**src/rtl/sis_pkg.sv**
```systemverilog
// shared constants, types and helpers of the identity and sleep command block
package sis_pkg;

  // opcodes
  localparam logic [7:0] OP_READ_UNIQUE_IDENTIFIER_CMD = 8'h4C;
  localparam logic [7:0] OP_WRITE_SERIAL_NUMBER_CMD = 8'hC2;
  localparam logic [7:0] OP_READ_SERIAL_NUMBER_CMD = 8'hC3;
  localparam logic [7:0] OP_WRITE_ENABLE_LATCH_CMD = 8'h06;
  localparam logic [7:0] OP_DPD = 8'hBA;
  localparam logic [7:0] OP_HBN = 8'hB9;

  // identity stores
  localparam int SN_BYTES = 8;
  localparam logic [63:0] SN_RESET = 64'h0000_0000_0000_0000;
  // arbitrary neutral value, replaced per die at manufacture
  localparam logic [63:0] UID_DEFAULT = 64'h0123_4567_89AB_CDEF;

  // array organisation
  localparam int ROW_COUNT = 32768;
  localparam int ROW_BITS = 64;
  localparam int ROW_AW = 15;
  localparam int ROW_LSB = 3;
  localparam int ARR_AW = 19;

  // timing, in ns at the core clock
  localparam int T_CLK_NS = 100;
  localparam int T_ENT_DPD_NS = 3000;
  localparam int T_CSW_DPD_NS = 1000;
  localparam int T_EXT_DPD_NS = 10000;
  localparam int T_ENT_HIB_NS = 3000;
  localparam int T_EXT_HIB_NS = 300000;

  function automatic int cyc_ceil(input int ns);
    int c;
    c = (ns + T_CLK_NS - 1) / T_CLK_NS;
    return (c < 1) ? 1 : c;
  endfunction : cyc_ceil

  function automatic int cyc_floor(input int ns);
    int c;
    c = ns / T_CLK_NS;
    return (c < 1) ? 1 : c;
  endfunction : cyc_floor

  localparam int TW = 16;
  localparam logic [TW-1:0] ENT_DPD_CYC = TW'(cyc_ceil(T_ENT_DPD_NS));
  localparam logic [TW-1:0] CSW_DPD_CYC = TW'(cyc_ceil(T_CSW_DPD_NS));
  localparam logic [TW-1:0] EXT_DPD_CYC = TW'(cyc_floor(T_EXT_DPD_NS));
  localparam logic [TW-1:0] ENT_HIB_CYC = TW'(cyc_ceil(T_ENT_HIB_NS));
  localparam logic [TW-1:0] EXT_HIB_CYC = TW'(cyc_floor(T_EXT_HIB_NS));

  typedef enum logic [2:0] {PS_ACTIVE, PS_ENT_DPD, PS_DPD, PS_WAKE_DPD, PS_ENT_HIB, PS_HIB, PS_WAKE_HIB} sis_pwr_t;
  typedef enum logic [2:0] {PH_IDLE, PH_OPCODE, PH_TX_UID, PH_TX_SN, PH_RX_SN, PH_IGNORE} sis_phase_t;

  typedef struct packed {
    logic cs_n;
    logic sck;
    logic si;
  } sis_pins_t;

  typedef struct packed {
    logic deep_down;
    logic hibernate;
    logic waking;
    logic wel;
    logic sn_locked;
  } sis_status_t;

  function automatic logic [7:0] byte_of(input logic [63:0] v, input logic [2:0] idx);
    return v[{idx, 3'b000} +: 8];
  endfunction : byte_of

endpackage : sis_pkg

```
**src/rtl/sis_core.sv**
```systemverilog
// spi identity, serial number and low power command handling
`timescale 1ns/10ps
module sis_core
  import sis_pkg::*;
#(
  parameter logic [63:0] FACTORY_UID = sis_pkg::UID_DEFAULT
) (
  // clock and reset
  input wire logic core_clk_i,
  input wire logic srst_i,
  // spi pins
  input wire logic cs_n_i,
  input wire logic sck_i,
  input wire logic si_i,
  output logic so_o,
  output logic so_oe_o,
  // array address from neighbouring logic, same clock
  input wire logic arr_strobe_i,
  input wire logic [sis_pkg::ARR_AW-1:0] arr_addr_i,
  output logic arr_row_act_o,
  output logic [sis_pkg::ROW_AW-1:0] arr_row_o,
  // state
  output logic [63:0] serial_number_o,
  output sis_pkg::sis_status_t status_o
);
  import sis_pkg::*;

  sis_pins_t pins_s;
  logic sck_d_ff;
  logic cs_d_ff;
  logic sck_rise;
  logic sck_fall;
  logic cs_fall;
  logic cs_rise;
  logic active;
  logic byte_done;
  logic [7:0] nxt_byte;

  sis_pwr_t pwr_ff;
  sis_phase_t phase_ff;
  logic [2:0] bit_cnt_ff;
  logic [7:0] rx_ff;
  logic [2:0] wr_idx_ff;
  logic sn_got_ff;
  logic arm_dpd_ff;
  logic arm_hib_ff;
  logic write_enable_latch_cmd_pend_ff;
  logic wel_ff;
  logic sn_locked_ff;
  logic [63:0] sn_ff;
  logic [7:0] shadow_ff [SN_BYTES];
  logic [63:0] shadow_flat;
  logic sn_commit;
  logic tx_start;
  logic [7:0] tx_sh_ff;
  logic [2:0] tx_bit_ff;
  logic [2:0] tx_byte_ff;
  logic so_ff;
  logic [TW-1:0] csw_cnt_ff;
  logic tmr_load;
  logic [TW-1:0] tmr_count;
  logic tmr_busy;
  logic tmr_done;
  logic [ROW_AW-1:0] row_last_ff;
  logic row_valid_ff;
  logic [ROW_AW-1:0] row_now;
  logic row_act_ff;

  sis_sync #(
    .W(3),
    .RST_VAL(3'b100)
  ) u_sync (
    .core_clk_i(core_clk_i),
    .srst_i(srst_i),
    .async_i({cs_n_i, sck_i, si_i}),
    .sync_o(pins_s)
  );

  sis_timer #(
    .TW(TW)
  ) u_timer (
    .core_clk_i(core_clk_i),
    .srst_i(srst_i),
    .load_i(tmr_load),
    .count_i(tmr_count),
    .busy_o(tmr_busy),
    .done_o(tmr_done)
  );

  always_ff @(posedge core_clk_i) begin
    if (srst_i) begin
      sck_d_ff <= 1'b0;
      cs_d_ff <= 1'b1;
    end else begin
      sck_d_ff <= pins_s.sck;
      cs_d_ff <= pins_s.cs_n;
    end
  end

  assign active = (pwr_ff == PS_ACTIVE);
  // clock and data gated off asleep
  assign sck_rise = active && !pins_s.cs_n && pins_s.sck && !sck_d_ff;
  assign sck_fall = active && !pins_s.cs_n && !pins_s.sck && sck_d_ff;
  assign cs_fall = !pins_s.cs_n && cs_d_ff;
  assign cs_rise = pins_s.cs_n && !cs_d_ff;
  assign nxt_byte = {rx_ff[6:0], pins_s.si};
  assign byte_done = sck_rise && (bit_cnt_ff == 3'd7) &&
                     (phase_ff == PH_OPCODE || phase_ff == PH_RX_SN);
  assign tx_start = byte_done && (phase_ff == PH_OPCODE) && (nxt_byte == OP_READ_UNIQUE_IDENTIFIER_CMD || nxt_byte == OP_READ_SERIAL_NUMBER_CMD);

  // power state machine
  always_ff @(posedge core_clk_i) begin
    if (srst_i) begin
      pwr_ff <= PS_ACTIVE;
    end else begin
      unique case (pwr_ff)
        PS_ACTIVE: begin
          if (cs_rise && arm_dpd_ff) begin
            pwr_ff <= PS_ENT_DPD;
          end else if (cs_rise && arm_hib_ff) begin
            pwr_ff <= PS_ENT_HIB;
          end
        end
        PS_ENT_DPD: if (tmr_done) pwr_ff <= PS_DPD;
        PS_DPD: if (!pins_s.cs_n && csw_cnt_ff == CSW_DPD_CYC - TW'(1)) pwr_ff <= PS_WAKE_DPD;
        PS_WAKE_DPD: if (tmr_done) pwr_ff <= PS_ACTIVE;
        PS_ENT_HIB: if (tmr_done) pwr_ff <= PS_HIB;
        PS_HIB: if (cs_fall) pwr_ff <= PS_WAKE_HIB;
        PS_WAKE_HIB: if (tmr_done) pwr_ff <= PS_ACTIVE;
        default: pwr_ff <= PS_ACTIVE;
      endcase
    end
  end

  always_comb begin
    tmr_load = 1'b0;
    tmr_count = '0;
    if (active && cs_rise && arm_dpd_ff) begin
      tmr_load = 1'b1;
      tmr_count = ENT_DPD_CYC;
    end else if (active && cs_rise && arm_hib_ff) begin
      tmr_load = 1'b1;
      tmr_count = ENT_HIB_CYC;
    end else if (pwr_ff == PS_DPD && !pins_s.cs_n && csw_cnt_ff == CSW_DPD_CYC - TW'(1)) begin
      tmr_load = 1'b1;
      tmr_count = EXT_DPD_CYC;
    end else if (pwr_ff == PS_HIB && cs_fall) begin
      tmr_load = 1'b1;
      tmr_count = EXT_HIB_CYC;
    end
  end

  // select low time while in deep sleep; a short glitch does not wake
  always_ff @(posedge core_clk_i) begin
    if (srst_i || pwr_ff != PS_DPD || pins_s.cs_n) begin
      csw_cnt_ff <= '0;
    end else if (csw_cnt_ff != CSW_DPD_CYC) begin
      csw_cnt_ff <= csw_cnt_ff + TW'(1);
    end
  end

  // frame and opcode decode
  always_ff @(posedge core_clk_i) begin
    if (srst_i) begin
      phase_ff <= PH_IDLE;
      bit_cnt_ff <= 3'd0;
      rx_ff <= 8'h00;
      wr_idx_ff <= 3'd0;
      sn_got_ff <= 1'b0;
      arm_dpd_ff <= 1'b0;
      arm_hib_ff <= 1'b0;
      write_enable_latch_cmd_pend_ff <= 1'b0;
    end else if (pins_s.cs_n) begin
      // frames begun during wakeup stay ignored until the next select fall
      phase_ff <= PH_IDLE;
      arm_dpd_ff <= 1'b0;
      arm_hib_ff <= 1'b0;
      write_enable_latch_cmd_pend_ff <= 1'b0;
      sn_got_ff <= 1'b0;
    end else if (cs_fall && active) begin
      phase_ff <= PH_OPCODE;
      bit_cnt_ff <= 3'd0;
      wr_idx_ff <= 3'd0;
    end else if (sck_rise && (phase_ff == PH_OPCODE || phase_ff == PH_RX_SN)) begin
      rx_ff <= nxt_byte;
      bit_cnt_ff <= bit_cnt_ff + 3'd1;
      if (byte_done && phase_ff == PH_OPCODE) begin
        unique case (nxt_byte)
          OP_READ_UNIQUE_IDENTIFIER_CMD: phase_ff <= PH_TX_UID;
          OP_READ_SERIAL_NUMBER_CMD: phase_ff <= PH_TX_SN;
          OP_WRITE_SERIAL_NUMBER_CMD: phase_ff <= (wel_ff && !sn_locked_ff) ? PH_RX_SN : PH_IGNORE;
          // enable takes effect at select rise
          OP_WRITE_ENABLE_LATCH_CMD: begin
            write_enable_latch_cmd_pend_ff <= 1'b1;
            phase_ff <= PH_IGNORE;
          end
          OP_DPD: begin
            arm_dpd_ff <= 1'b1;
            phase_ff <= PH_IGNORE;
          end
          OP_HBN: begin
            arm_hib_ff <= 1'b1;
            phase_ff <= PH_IGNORE;
          end
          default: phase_ff <= PH_IGNORE;
        endcase
      end else if (byte_done) begin
        wr_idx_ff <= wr_idx_ff + 3'd1;
        sn_got_ff <= 1'b1;
      end
    end
  end

  // serial number burst capture, byte 0 first
  always_ff @(posedge core_clk_i) begin
    if (srst_i) begin
      for (int i = 0; i < SN_BYTES; i++) begin
        shadow_ff[i] <= 8'h00;
      end
    end else if (byte_done && phase_ff == PH_OPCODE) begin
      for (int i = 0; i < SN_BYTES; i++) begin
        shadow_ff[i] <= byte_of(sn_ff, 3'(i));
      end
    end else if (byte_done && phase_ff == PH_RX_SN) begin
      shadow_ff[wr_idx_ff] <= nxt_byte;
    end
  end

  always_comb begin
    shadow_flat = '0;
    for (int i = 0; i < SN_BYTES; i++) begin
      shadow_flat[i*8 +: 8] = shadow_ff[i];
    end
  end

  assign sn_commit = active && cs_rise && phase_ff == PH_RX_SN && sn_got_ff;

  always_ff @(posedge core_clk_i) begin
    if (srst_i) begin
      sn_ff <= SN_RESET;
      sn_locked_ff <= 1'b0;
    end else if (sn_commit && !sn_locked_ff) begin
      sn_ff <= shadow_flat;
      sn_locked_ff <= 1'b1;
    end
  end

  // write enable latch, consumed by a completed serial write
  always_ff @(posedge core_clk_i) begin
    if (srst_i) begin
      wel_ff <= 1'b0;
    end else if (cs_rise && write_enable_latch_cmd_pend_ff) begin
      wel_ff <= 1'b1;
    end else if (sn_commit) begin
      wel_ff <= 1'b0;
    end
  end

  // id only from parameter, never written
  // transmit shifter, msb first per byte
  always_ff @(posedge core_clk_i) begin
    if (srst_i) begin
      tx_sh_ff <= 8'h00;
      tx_bit_ff <= 3'd0;
      tx_byte_ff <= 3'd0;
      so_ff <= 1'b0;
    end else if (tx_start) begin
      tx_sh_ff <= byte_of((nxt_byte == OP_READ_SERIAL_NUMBER_CMD) ? sn_ff : FACTORY_UID, 3'd0);
      tx_bit_ff <= 3'd0;
      tx_byte_ff <= 3'd1;
    end else if (sck_fall && (phase_ff == PH_TX_UID || phase_ff == PH_TX_SN)) begin
      so_ff <= tx_sh_ff[7];
      tx_bit_ff <= tx_bit_ff + 3'd1;
      if (tx_bit_ff == 3'd7) begin
        tx_sh_ff <= byte_of((phase_ff == PH_TX_SN) ? sn_ff : FACTORY_UID, tx_byte_ff);
        tx_byte_ff <= tx_byte_ff + 3'd1;
      end else begin
        tx_sh_ff <= {tx_sh_ff[6:0], 1'b0};
      end
    end
  end

  // driven only when active and selected
  assign so_oe_o = active && !pins_s.cs_n && (phase_ff == PH_TX_UID || phase_ff == PH_TX_SN);
  assign so_o = so_ff;

  // one row touch per change of row within a frame; a strobe repeating the last row is suppressed
  assign row_now = arr_addr_i[ROW_LSB +: ROW_AW];
  always_ff @(posedge core_clk_i) begin
    if (srst_i) begin
      row_last_ff <= '0;
      row_valid_ff <= 1'b0;
      row_act_ff <= 1'b0;
    end else begin
      row_act_ff <= arr_strobe_i && (!row_valid_ff || row_now != row_last_ff);
      if (pins_s.cs_n) begin
        row_valid_ff <= 1'b0;
      end else if (arr_strobe_i) begin
        row_valid_ff <= 1'b1;
        row_last_ff <= row_now;
      end
    end
  end

  assign arr_row_act_o = row_act_ff;
  assign arr_row_o = row_last_ff;
  assign serial_number_o = sn_ff;
  assign status_o = '{deep_down: (pwr_ff == PS_DPD), hibernate: (pwr_ff == PS_HIB),
                      waking: (pwr_ff == PS_WAKE_DPD || pwr_ff == PS_WAKE_HIB),
                      wel: wel_ff, sn_locked: sn_locked_ff};
endmodule : sis_core

```
**src/rtl/sis_sync.sv**
```systemverilog
// two-flop synchroniser for the spi pins
`timescale 1ns/10ps
module sis_sync #(
  parameter int W = 3,
  parameter logic [W-1:0] RST_VAL = '0
) (
  // clock and reset
  input wire logic core_clk_i,
  input wire logic srst_i,
  // async in, synced out
  input wire logic [W-1:0] async_i,
  output logic [W-1:0] sync_o
);

  logic [W-1:0] meta_ff;
  logic [W-1:0] sync_ff;

  always_ff @(posedge core_clk_i) begin
    if (srst_i) begin
      meta_ff <= RST_VAL;
      sync_ff <= RST_VAL;
    end else begin
      meta_ff <= async_i;
      sync_ff <= meta_ff;
    end
  end

  assign sync_o = sync_ff;

endmodule : sis_sync

```
**src/rtl/sis_timer.sv**
```systemverilog
// down counter for power state entry and exit delays
`timescale 1ns/10ps
module sis_timer #(
  parameter int TW = 16
) (
  // clock and reset
  input wire logic core_clk_i,
  input wire logic srst_i,
  // load and status
  input wire logic load_i,
  input wire logic [TW-1:0] count_i,
  output logic busy_o,
  output logic done_o
);

  logic [TW-1:0] cnt_ff;

  always_ff @(posedge core_clk_i) begin
    if (srst_i) begin
      cnt_ff <= '0;
    end else if (load_i) begin
      cnt_ff <= count_i;
    end else if (cnt_ff != '0) begin
      cnt_ff <= cnt_ff - TW'(1);
    end
  end

  assign busy_o = (cnt_ff != '0);
  // pulse on the last counted cycle, so load-to-done is count_i cycles
  assign done_o = (cnt_ff == TW'(1)) && !load_i;

endmodule : sis_timer

```
**config.mk**
```make
export PLATFORM = sky130hd
export DESIGN_NAME = sis_core
export DESIGN_NICKNAME = d
export VERILOG_FILES = /design/src/rtl/sis_pkg.sv /design/src/rtl/sis_core.sv /design/src/rtl/sis_sync.sv /design/src/rtl/sis_timer.sv
export SDC_FILE = /design/constraint.sdc
export NUM_CORES = 1
export LEC_CHECK = 0
export ABC_AREA = 1
export BUFFER_PORTS_ARGS = -buffer_cell sky130_fd_sc_hd__buf_2
export CAP_MARGIN = 0
export CORE_ASPECT_RATIO = 1.5
export CORE_MARGIN = 5
export CORE_UTILIZATION = 45
export DETAILED_ROUTE_END_ITERATION = 10
export PLACE_DENSITY_LB_ADDON = 0.12
export SLEW_MARGIN = 20
export SYNTH_ARGS = -nofsm -noshare
export SYNTH_HDL_FRONTEND = slang
export SYNTH_HIERARCHICAL = 1
export SYNTH_SLANG_ARGS = --single-unit
```
**constraint.sdc**
```tcl
create_clock -name core_clk_i -period 3.25 [get_ports core_clk_i]
set_clock_uncertainty 0.15 [all_clocks]
set_input_delay 0.65 -clock core_clk_i [delete_from_list [all_inputs] [get_ports core_clk_i]]
set_output_delay 0.65 -clock core_clk_i [all_outputs]
set_load 0.05 [all_outputs]
```
Word-level counts from Yosys, hierarchy flattened. Memories as Yosys holds them, arrays and structs flattened. A register that Yosys moved wholly into a read port is not among the register bits. Cells that the tools add are included.

$add $sub $neg: 6. Multipliers: 0. Div/mod/pow operators: 0. $lt $le $gt $ge: 0. Eq/ne operators: 30. Shift operators: 1. Muxes and demuxes: 59. Bitwise logic cells: 12. Reduce and logical (&&, ||, !) cells: 74.

Operators by type and width (count): $mux W8 (13); $mux W64 (1); $shiftx A64 B7 Y8 (1); $mux W12 (4); $mux W3 (14); $eq A8 B8 Y1 const B (4); $logic_and A1 B1 Y1 (32); $mux W16 (2); $mux W1 (23); $reduce_and A4 Y1 (5); $eq A3 B3 Y1 const B (6); $pmux W3 S6 (1); $add A16 B1 Y16 const B (1); $eq A16 B1 Y1 const B (1); $eq A16 B4 Y1 const B (1); $ne A16 B4 Y1 const B (1); $reduce_bool A16 Y1 (1); $sub A16 B1 Y16 const B (1); $ne A15 B15 Y1 (1); $reduce_and A2 Y1 (7); $reduce_bool A2 Y1 (7); $add A3 B1 Y3 const B (4); $eq A3 B2 Y1 const B (4); $pmux W3 S3 (1); 17 further kinds (46).

Bits in registers: 97. Bits in latches: 0. Memory bits (writable): 64. Bits in read-only memories: 0. Input port bits: 25. Output and inout bits: 87. Word-level logic and storage cells: 209. Memories: 1.

Memories: shadow_ff (depth 8, bits a word 8, read ports 8, clocked after memory_dff 8, wr ports 8, RTL line sis_core.sv:51) `logic [7:0] shadow_ff [SN_BYTES];`.

Depth between registers and ports, before layout. Gate-level depths: netlist (run 1).

Word-level depth: 13. Depth in mapped cells: 18. Mapped depth without buffers: 18.

Hierarchy. Netlist (run 1), hierarchy kept.

Modules (own cells, without submodules): sis_core (instances 1, cells each 1130, area each 9265.1 um^2); sis_timer (instances 1, cells each 175, area each 1112.3 um^2); sis_sync (instances 1, cells each 19, area each 168.9 um^2).

Worst setup path before layout (run 1). Ideal clock, no wire load.

Path type: reg-to-reg. Start: register pwr_ff[2]. End: register pwr_ff[0]. Setup time: 113 ps. Arrival: 2325 ps. Data required time: 2987 ps. Slack: 662 ps. Cell stages (with the launch flop): 16. Buffers on the path: 0. Period minus slack after synthesis: 2588 ps. Path through: dfxtp_1 > inv_1 > nand2_1 > nor2_2 > inv_1 > o21ai_0 > or2_2 > clkinv_1 > nand4_1 > nor4_1 > nor2_1 > nor3_1 > nand2_1 > inv_1 > nor2_1 > nor2_1.

RTL lines: from (decl) (RTL line sis_core.sv:39) `sis_pwr_t pwr_ff;`; from (signal assigned) (RTL line sis_core.sv:114) `pwr_ff <= PS_ACTIVE;`; from (signal assigned) (RTL line sis_core.sv:119) `pwr_ff <= PS_ENT_DPD;`; from (signal assigned) (RTL line sis_core.sv:121) `pwr_ff <= PS_ENT_HIB;`.

Worst setup path after layout (run 1).
Start: register pwr_ff[2]. End: register pwr_ff[0].

Longest elaborated chain between the ends: 10.

RTL lines: $eq A3 B3 Y1 / $eq A3 B2 Y1 (equally long branches) (RTL line sis_core.sv:147, sis_core.sv:144); $logic_and A1 B1 Y1 (on tied branches) (RTL line sis_core.sv:147, sis_core.sv:144); $mux W1 / $logic_and A1 B1 Y1 (equally long branches) (RTL line sis_core.sv:147, sis_core.sv:144); $mux W1 (RTL line sis_core.sv:144) `end else if (pwr_ff == PS_DPD && !pins_s.cs_n && csw_cnt_ff == CSW_DPD_CYC - TW'(1)) begin`; $mux W1 (RTL line sis_core.sv:141) `end else if (active && cs_rise && arm_hib_ff) begin`; $mux W1 * (RTL line sis_core.sv:138) `if (active && cs_rise && arm_dpd_ff) begin`; named net tmr_load (RTL line sis_core.sv:60) `logic tmr_load;`; $logic_not A1 Y1 * (RTL line sis_timer.sv:30) `assign done_o = (cnt_ff == TW'(1)) && !load_i;`; $logic_and A1 B1 Y1 * (RTL line sis_timer.sv:30); named net tmr_done (RTL line sis_core.sv:63) `logic tmr_done;`; $ne A2 B2 Y1 (no line) / $ne A2 B1 Y1 (equally long branches); $reduce_and A6 Y1 (no line) *.

Mark *: on every way through the listed nets, which the timed path passes. The rest lies on a longest branch. A chain may end at the register's enable or synchronous reset.

==> results of run 1 <==
==> layout make-up <==
cell class,count,area share [%]
clock buffers,33,5.622
clock inverters,11,0.8822
inverters,178,5.478
multi-input cells,864,36.82
flip-flops and latches,225,42.18
well taps,315,3.231
repair buffers,128,5.786
==> state kept, by name, summed over array words and instances, names as in the netlist, 3 cells and up <==
signal,cells
serial_number_o,64
shadow_ff,64
csw_cnt_ff,16
u_timer/cnt_ff,16
arr_row_o,15
tx_sh_ff,8
rx_ff,7
bit_cnt_ff,3
phase_ff,3
pwr_ff,3
tx_bit_ff,3
tx_byte_ff,3
u_sync/meta_ff,3
u_sync/sync_o,3
wr_idx_ff,3
==> cell families after synthesis <==
group	after synthesis	synth area share, %
flops	225	48.78
other cells	1	0.03556
xor+xnor	10	0.8305
compound gates	387	20.00
fa+ha+maj	11	1.305
buf+inv	240	8.933
simple gates	450	20.11
==> power groups by stage <==
stage	Sequential (W)	Clock, W	Combinational [W]
after global routing	0.00319	0.00296	0.00146
after CTS	0.00316	0.00284	0.00128
after detailed placement	0.00322	0	0.00128
final	0.00316	0.00278	0.00127
after global placement	0.00322	0	0.00126
after floorplan	0.00322	0	0.00101
==> critical path, delay by kind of cell, from the launching register on <==
family	cells	cell delay [ns]
flops	1	0.43
simple gates	11	1.50
buf+inv	4	0.43
compound gates	1	0.12
==> through the flow <==
step           cells  setup slack, ns  hold WS (ns)  utilization, %
2_1_floorplan   1329           0.6619        0.2365               -
3_3_place_gp    1710           0.5609        0.2460           49.46
3_5_place_dp    1710           0.4983        0.2462           49.46
4_1_cts         1754           0.4839        0.1778           52.90
5_1_grt         1754          0.09340        0.1962           52.90
6_report        1754           0.4964        0.1938           52.90
==> cells in the mapped netlist, drive strengths merged <==
cell type and instances:
a211oi 3, nand4 20, buf 19, o21ai 156, and2 1, xor2 8, o22ai 52, nor2 105
a31oi 4, nand3 97, dfxtp 161, clkbuf 43, a21oi 160, edfxtp 64, o21a 1, conb 1
xnor2 2, inv 169, clkinv 9, ha 11, nor3 12, nand2 208, or2 3, o211ai 9
o2111ai 1, o31ai 1, nor4 4
==> routing by layer <==
layer	track usage, %	vias to the layer above	share of wire (%)
met1	28.28	4401	42
li1	-	4667	-
met5	0	-	0
met2	39.56	279	50
met4	7.471	0	3.0
met3	3.084	55	5.4
==> path summary, 6_finish.rpt <==
path	from	to	slack [ns]	depth (start not counted)
min reg2reg	u_sync/meta_ff[0]	u_sync/sync_o[0]	0.25	2
max	pwr_ff[2]	pwr_ff[0]	0.50	16
min	si_i	u_sync/meta_ff[0]	0.19	3
max reg2reg	pwr_ff[2]	pwr_ff[0]	0.50	16
==> results.json, run 1 <==
{
  "ir_drop_v": 0.0005263,
  "mostFrequentLayoutCell": "nand2_1",
  "cts.reportedPaths.clkPinSlew_ns": 0.06,
  "synth_top_area_share_pct": 30.56,
  "synth_area_um2": 10550,
  "cts_hold_buffers": 0,
  "ys_seq_elements": 225,
  "p_comb_share_pct": 17.6,
  "clockBufferDepth": 3,
  "layout.nets": 1457,
  "insertion_delay_ns": 0.52,
  "synth_largest_area_cell": "dfxtp_1",
  "cts-buffers-inserted": 24,
  "power.total_w": 0.007210,
  "synth_area_leaders": "dfxtp_1 31%, edfxtp_1 18%, a21oi_1 7.6%",
  "seqCellArea_um2": 5145,
  "p_int_w": 0.005088,
  "drt_iter0_drc": 589,
  "diodes": 0,
  "slew_headroom_pct": 40.17,
  "cp_slowest_cell": "dfxtp_1",
  "io_buffers": 107,
  "remaining_drc_errors": 0,
  "crit_chain": "inv_1, nand2_1, nor2_2, inv_1, o21ai_0, or2_2, clkinv_1, nand4_1, nor4_1, nor2_1, nor3_1, nand2_1, inv_1, nand2_1, nand2_1, nor2_1",
  "drive_gt1_share_pct": 16.19,
  "die-area_um2": 26660,
  "worstPathRequired_ns": 3.51,
  "worstMarginPinSlew_ns": 0.8975,
  "setup-violations-final": 0,
  "p_leak_nw": 4.805,
  "layout_common_cells": "193 x nand2_1, 164 x inv_1, 161 x dfxtp_1, 160 x a21oi_1, 139 x o21ai_0",
  "slowest_delay_ns": 0.43,
  "hold_path_class": "in -> reg",
  "routed-via-count": 9402,
  "overflow": 0,
  "powerDensity_nw_per_um2": 591.1,
  "num_rows": 68,
  "pwr-share-clk_pct": 38.5,
  "antenna_found_initial": 0,
  "syn_inst": 1324,
  "cp.arrival_ns": 3.02,
  "cts_sinks": 225,
  "place_area_um2": 11400,
  "synth_warnings": 6,
  "crit_top_cell": "nand2_1",
  "drt_first_pass_iters": 5,
  "grt_pass1_wl_um": 48220,
  "max_freq_mhz": 363.2,
  "routedWlPerCell_um": 17.41,
  "htreeDepth": 1,
  "area_growth_pct": 15.65,
  "grt_pass1_vias": 9013,
  "maxCapViolations": 0,
  "synth_cell_types": 42,
  "seqPwrFrac_pct": 43.9,
  "fin_crit_sh_pct": 84.73,
  "period_minus_slack_ns": 2.754,
  "gp_congestion": 0.8640,
  "startpoint_type": "flop",
  "core_area_um2": 23060,
  "drv_slew": 0,
  "cts_setup_buffers": 0,
  "syn_area_per_cell_um2": 7.966,
  "num_io_pins": 112,
  "crit_path_end_kind": "flop",
  "final-hold-violation-count": 0,
  "p_sw_share_pct": 29.44,
  "rsz0062_at_grt": "no",
  "die_height_um": 197.5,
  "start_util_pct": 45.74,
  "grt.total_usage_pct": 22.45,
  "via_per_inst": 5.360,
  "dp_hpwl_um": 21070,
  "fin_area_um2": 12200,
  "grt_max_degree": 91,
  "cts_root_buffer": "clkbuf_16",
  "detail-route-antenna-nets": 0,
  "cts_tree": "built",
  "setup_tns_ns": 0,
  "path_max_fanout": 7,
  "fill_cells": 2253,
  "die_w_um": 135.0,
  "multi_input_area_um2": 4491,
  "yosysSeqAreaShare_pct": 48.78,
  "path_class": "reg -> reg",
  "status": "finished clean",
  "cts-resized-gates": 0,
  "wirelength_um": 30530,
  "p_switching_w": 0.002122
}
(Power assumes the default switching activity.)
==> run 2, diff against run 1 <==
clock period = 2.9 ns   (was 3.25 ns; I/O delays follow)
==> results.json, run 2 (synthesis results as in run 1) <==
{
  "die_w_um": 135.0,
  "wirelength_um": 29980,
  "fin_area_um2": 12140,
  "p_int_w": 0.005538,
  "cts_root_buffer": "clkbuf_16",
  "insertion_delay_ns": 0.51,
  "p_leak_nw": 4.773,
  "setup-violations-final": 0,
  "die_height_um": 197.5,
  "drt_first_pass_iters": 4,
  "path_max_fanout": 7,
  "drv_slew": 0,
  "dp_hpwl_um": 20800,
  "worstPathRequired_ns": 3.15,
  "slew_headroom_pct": 56.31,
  "grt_pass1_wl_um": 47470,
  "worst-r2r-setup-slack_ns": 0.31,
  "startpoint_type": "flop",
  "grt.total_usage_pct": 22.01,
  "htreeDepth": 1,
  "worstMarginPinSlew_ns": 0.6553,
  "antenna_found_initial": 0,
  "fill_cells": 2239,
  "pwr-share-clk_pct": 36.6,
  "grt_max_degree": 129,
  "routed-via-count": 9348,
  "final_cells": 1752,
  "detail-route-antenna-nets": 0,
  "cts_sinks": 225,
  "num_rows": 68,
  "cts-buffers-inserted": 23,
  "start_util_pct": 45.74,
  "cts.reportedPaths.clkPinSlew_ns": 0.06,
  "ir_drop_v": 0.0004182,
  "diodes": 0,
  "overflow": 0,
  "area_growth_pct": 15.08,
  "max_freq_mhz": 386.7,
  "grt_pass1_vias": 8907,
  "remaining_drc_errors": 0,
  "core_area_um2": 23060,
  "gp_congestion": 0.8433,
  "cp.arrival_ns": 2.83,
  "p_comb_share_pct": 18.4,
  "cts_setup_buffers": 0,
  "status": "finished clean",
  "hold-worst-slack_ns": 0.1179,
  "placed_cells": 1710,
  "num_io_pins": 112,
  "via_per_inst": 5.336,
  "io_buffers": 107,
  "setup_tns_ns": 0,
  "cts_tree": "built",
  "hold_path_class": "in -> reg",
  "fin_crit_sh_pct": 89.17,
  "layout.nets": 1456,
  "powerDensity_nw_per_um2": 650.1,
  "crit_path_end_kind": "flop",
  "drt_iter0_drc": 556,
  "clockBufferDepth": 3,
  "routedWlPerCell_um": 17.11,
  "mostFrequentLayoutCell": "nand2_1",
  "layout_common_cells": "193 x nand2_1, 164 x inv_1, 160 x a21oi_1, 160 x dfxtp_1, 139 x o21ai_0",
  "seqPwrFrac_pct": 45.0,
  "place_area_um2": 11400,
  "p_switching_w": 0.002351,
  "drive_gt1_share_pct": 16.08,
  "period_minus_slack_ns": 2.586,
  "rsz0062_at_grt": "no",
  "maxCapViolations": 0,
  "path_class": "reg -> reg",
  "final-hold-violation-count": 0,
  "die-area_um2": 26660,
  "p_sw_share_pct": 29.80
}
## run 2: cell count changes in the layout (fill, tap and decap cells not counted), sizes merged
cell and delta:
bufinv -1, clkbuf +3, clkinv -4, clkinvlp -1
inv +1
## run 2: area by class of cell
| cell class | instances | area [um2] | share of cell area [%] |
|---|---|---|---|
| Timing Repair Buffer | 128 | 705.7 | 5.814 |
| Sequential cell | 225 | 5146 | 42.40 |
| Clock inverter | 6 | 56.30 | 0.4639 |
| Inverter | 178 | 668.1 | 5.505 |
| Tap cell | 315 | 394.1 | 3.247 |
| Clock buffer | 36 | 664.4 | 5.474 |
| Multi-Input combinational cell | 864 | 4502 | 37.09 |
## run 2: worst max-delay path, cell delays in order, from the launching register on
cell and delay, ns:
dfxtp_1 0.47, nor2_4 0.09, nand2_1 0.16, nor2_1 0.09, inv_1 0.07, o21ai_0 0.09, or2_2 0.30, clkinv_1 0.06
nand4_1 0.12, nor4_2 0.20, nor2_1 0.10, nor3_2 0.24, nand2_1 0.11, inv_1 0.09, nand2_1 0.06, nand2_1 0.06
nor2_1 0.04
## run 2: repair_timing
action	in CTS	in global routing
gates resized for setup	0	3
hold buffers	0	0
endpoints found under the hold margin	0	0
setup endpoints to repair	0	2
## run 2: per-stage QoR
step	worst slack (ns)	utilization [%]	power (W)
floorplan	0.3119	-	0.004733
global placement	0.2582	49.46	0.005031
detailed placement	0.1877	49.46	0.005048
CTS	0.1689	52.58	0.007945
global route	0.01795	52.64	0.008295
finish	0.3141	52.64	0.007890
## run 2: power by group through the flow
stage / Clock [W] / Combinational, W / Sequential (W)
after floorplan: 0 / 0.00113 / 0.00361
after global placement: 0 / 0.00142 / 0.00361
after detailed placement: 0 / 0.00143 / 0.00362
after CTS: 0.00295 / 0.00144 / 0.00355
after global routing: 0.00307 / 0.00165 / 0.00357
final: 0.00289 / 0.00145 / 0.00355
## run 2: worst paths after layout
check                                       start                 to  cells past startpoint
worst max register to register          pwr_ff[0]          pwr_ff[0]                     16
worst min register to register  u_sync/meta_ff[1]   u_sync/sync_o[1]                      2
worst max-delay path                    pwr_ff[0]          pwr_ff[0]                     16
worst min-delay path                       cs_n_i  u_sync/meta_ff[2]                      3
## run 2: metal layers
| metal | wire (um) | vias up | track usage, % | share of wire (%) |
|---|---|---|---|---|
| li1 | - | 4672 | - | - |
| met1 | 12510 | 4388 | 27.61 | 42 |
| met2 | 15030 | 240 | 38.97 | 50 |
| met3 | 1451 | 48 | 2.727 | 4.8 |
| met4 | 992 | 0 | 7.658 | 3.3 |
| met5 | 0 | - | 0 | 0 |
==> run 3, diff against run 2 <==
BUFFER_PORTS_ARGS = -buffer_cell sky130_fd_sc_hd__clkbuf_2   (was -buffer_cell sky130_fd_sc_hd__buf_2)
==> results.json, run 3 (synthesis results as in run 1) <==
{
  "cts-buffers-inserted": 24,
  "startpoint_type": "flop",
  "start_util_pct": 45.74,
  "layout.nets": 1457,
  "p_comb_share_pct": 16.9,
  "dp_hpwl_um": 20830,
  "routed-via-count": 9333,
  "core_area_um2": 23060,
  "p_int_w": 0.006096,
  "die_w_um": 135.0,
  "fill_cells": 2240,
  "period_minus_slack_ns": 2.532,
  "grt_pass1_vias": 8939,
  "overflow": 0,
  "num_io_pins": 112,
  "routedWlPerCell_um": 17.09,
  "cts_sinks": 225,
  "clockBufferDepth": 3,
  "fin_crit_sh_pct": 87.32,
  "detail-route-antenna-nets": 0,
  "worstMarginPinSlew_ns": 0.8998,
  "max_freq_mhz": 394.9,
  "cts_tree": "built",
  "p_leak_nw": 4.786,
  "setup-violations-final": 0,
  "mostFrequentLayoutCell": "nand2_1",
  "grt_max_degree": 129,
  "power.total_w": 0.008520,
  "remaining_drc_errors": 0,
  "setup_tns_ns": 0,
  "diodes": 0,
  "antenna_found_initial": 0,
  "area_growth_pct": 16.79,
  "path_class": "reg -> reg",
  "cts.reportedPaths.clkPinSlew_ns": 0.06,
  "grt_pass1_wl_um": 47560,
  "io_buffers": 107,
  "p_switching_w": 0.002424,
  "drv_slew": 0,
  "pwr-share-clk_pct": 41.5,
  "num_rows": 68,
  "ir_drop_v": 0.0004949,
  "path_max_fanout": 7,
  "via_per_inst": 5.321,
  "powerDensity_nw_per_um2": 691.7,
  "insertion_delay_ns": 0.52,
  "die-area_um2": 26660,
  "die_height_um": 197.5,
  "gp_congestion": 0.8353,
  "slew_headroom_pct": 40.01,
  "seqCellArea_um2": 5145,
  "seqPwrFrac_pct": 41.6,
  "multi_input_area_um2": 4502,
  "drt_iter0_drc": 496,
  "maxCapViolations": 0,
  "cp.arrival_ns": 2.79,
  "layout_common_cells": "193 x nand2_1, 164 x inv_1, 161 x dfxtp_1, 160 x a21oi_1, 139 x o21ai_0",
  "rsz0062_at_grt": "no",
  "cts_root_buffer": "clkbuf_16",
  "status": "finished clean",
  "cts_hold_buffers": 0,
  "worstPathRequired_ns": 3.16,
  "final-hold-violation-count": 0,
  "drive_gt1_share_pct": 16.68,
  "crit_path_end_kind": "flop",
  "drt_first_pass_iters": 5,
  "p_sw_share_pct": 28.46,
  "hold_path_class": "in -> reg",
  "grt.total_usage_pct": 22.05,
  "htreeDepth": 1,
  "wirelength_um": 29980
}
-- run 3: changes by cell type in the layout (fill, tap and decap cells not counted), sizes merged --
cell / change
clkbuf: +98
buf: -107
clkinvlp: +1
bufinv: +6
clkinv: +4
-- run 3: cell type report --
cell class	instances	area share, %
flip-flops and latches	225	41.77
multi-input cells	864	36.55
repair buffers	128	5.658
inverters	178	5.425
clock buffers	27	5.221
well taps	315	3.200
clock inverters	17	2.174
-- run 3: final timing paths --
path | startpoint | endpoint | slack (ns) | cells past startpoint
max | pwr_ff[2] | pwr_ff[0] | 0.37 | 16
min | si_i | u_sync/meta_ff[0] | 0.11 | 3
max reg2reg | pwr_ff[2] | pwr_ff[0] | 0.37 | 16
min reg2reg | u_sync/meta_ff[1] | u_sync/sync_o[1] | 0.25 | 2
-- run 3: through the flow --
| stage | hold WS (ns) | area (um2) | setup WS (ns) | utilization [%] | instances |
|---|---|---|---|---|---|
| CTS | 0.09678 | 12300 | 0.2226 | 53.35 | 1754 |
| global route | 0.1207 | 12320 | 0.07312 | 53.42 | 1754 |
| global placement | 0.2485 | 11390 | 0.2425 | 49.40 | 1710 |
| finish | 0.1108 | 12320 | 0.3678 | 53.42 | 1754 |
| detailed placement | 0.2477 | 11390 | 0.2404 | 49.40 | 1710 |
| floorplan | 0.2365 | 10570 | 0.3119 | - | 1329 |
-- run 3: power by group through the flow --
| stage | Clock, W | Combinational (W) | Sequential [W] |
|---|---|---|---|
| 5_1_grt | 0.00371 | 0.00166 | 0.00357 |
| 4_1_cts | 0.00359 | 0.00144 | 0.00354 |
| 3_3_place_gp | 0 | 0.00142 | 0.00361 |
| 3_5_place_dp | 0 | 0.00143 | 0.00361 |
| 6_report | 0.00353 | 0.00144 | 0.00354 |
| 2_1_floorplan | 0 | 0.00113 | 0.00361 |
-- run 3: critical path: stages, from the launching register on --
cell and delay, ns:
dfxtp_1 0.42, inv_1 0.12, nand2_1 0.11, nor2_2 0.06
inv_1 0.13, o21ai_0 0.13, or2_2 0.30, clkinv_1 0.06
nand4_1 0.10, nor4_2 0.17, nor2_1 0.09, nor3_2 0.24
nand2_1 0.10, inv_1 0.10, nand2_1 0.06, nand2_1 0.05
nor2_1 0.04
-- run 3: timing repair --
action / in CTS / in global routing
buffers inserted: 0 / 0
setup endpoints to repair: 0 / 2
resized for setup: 0 / 2
-- run 3: layer usage --
layer  global-route usage [%]  vias up  wire, um
li1                         -     4684         -
met1                    27.31     4328     12310
met2                    39.58      271     15240
met3                    3.007       50      1568
met4                    6.948        0       867
met5                        0        -         0
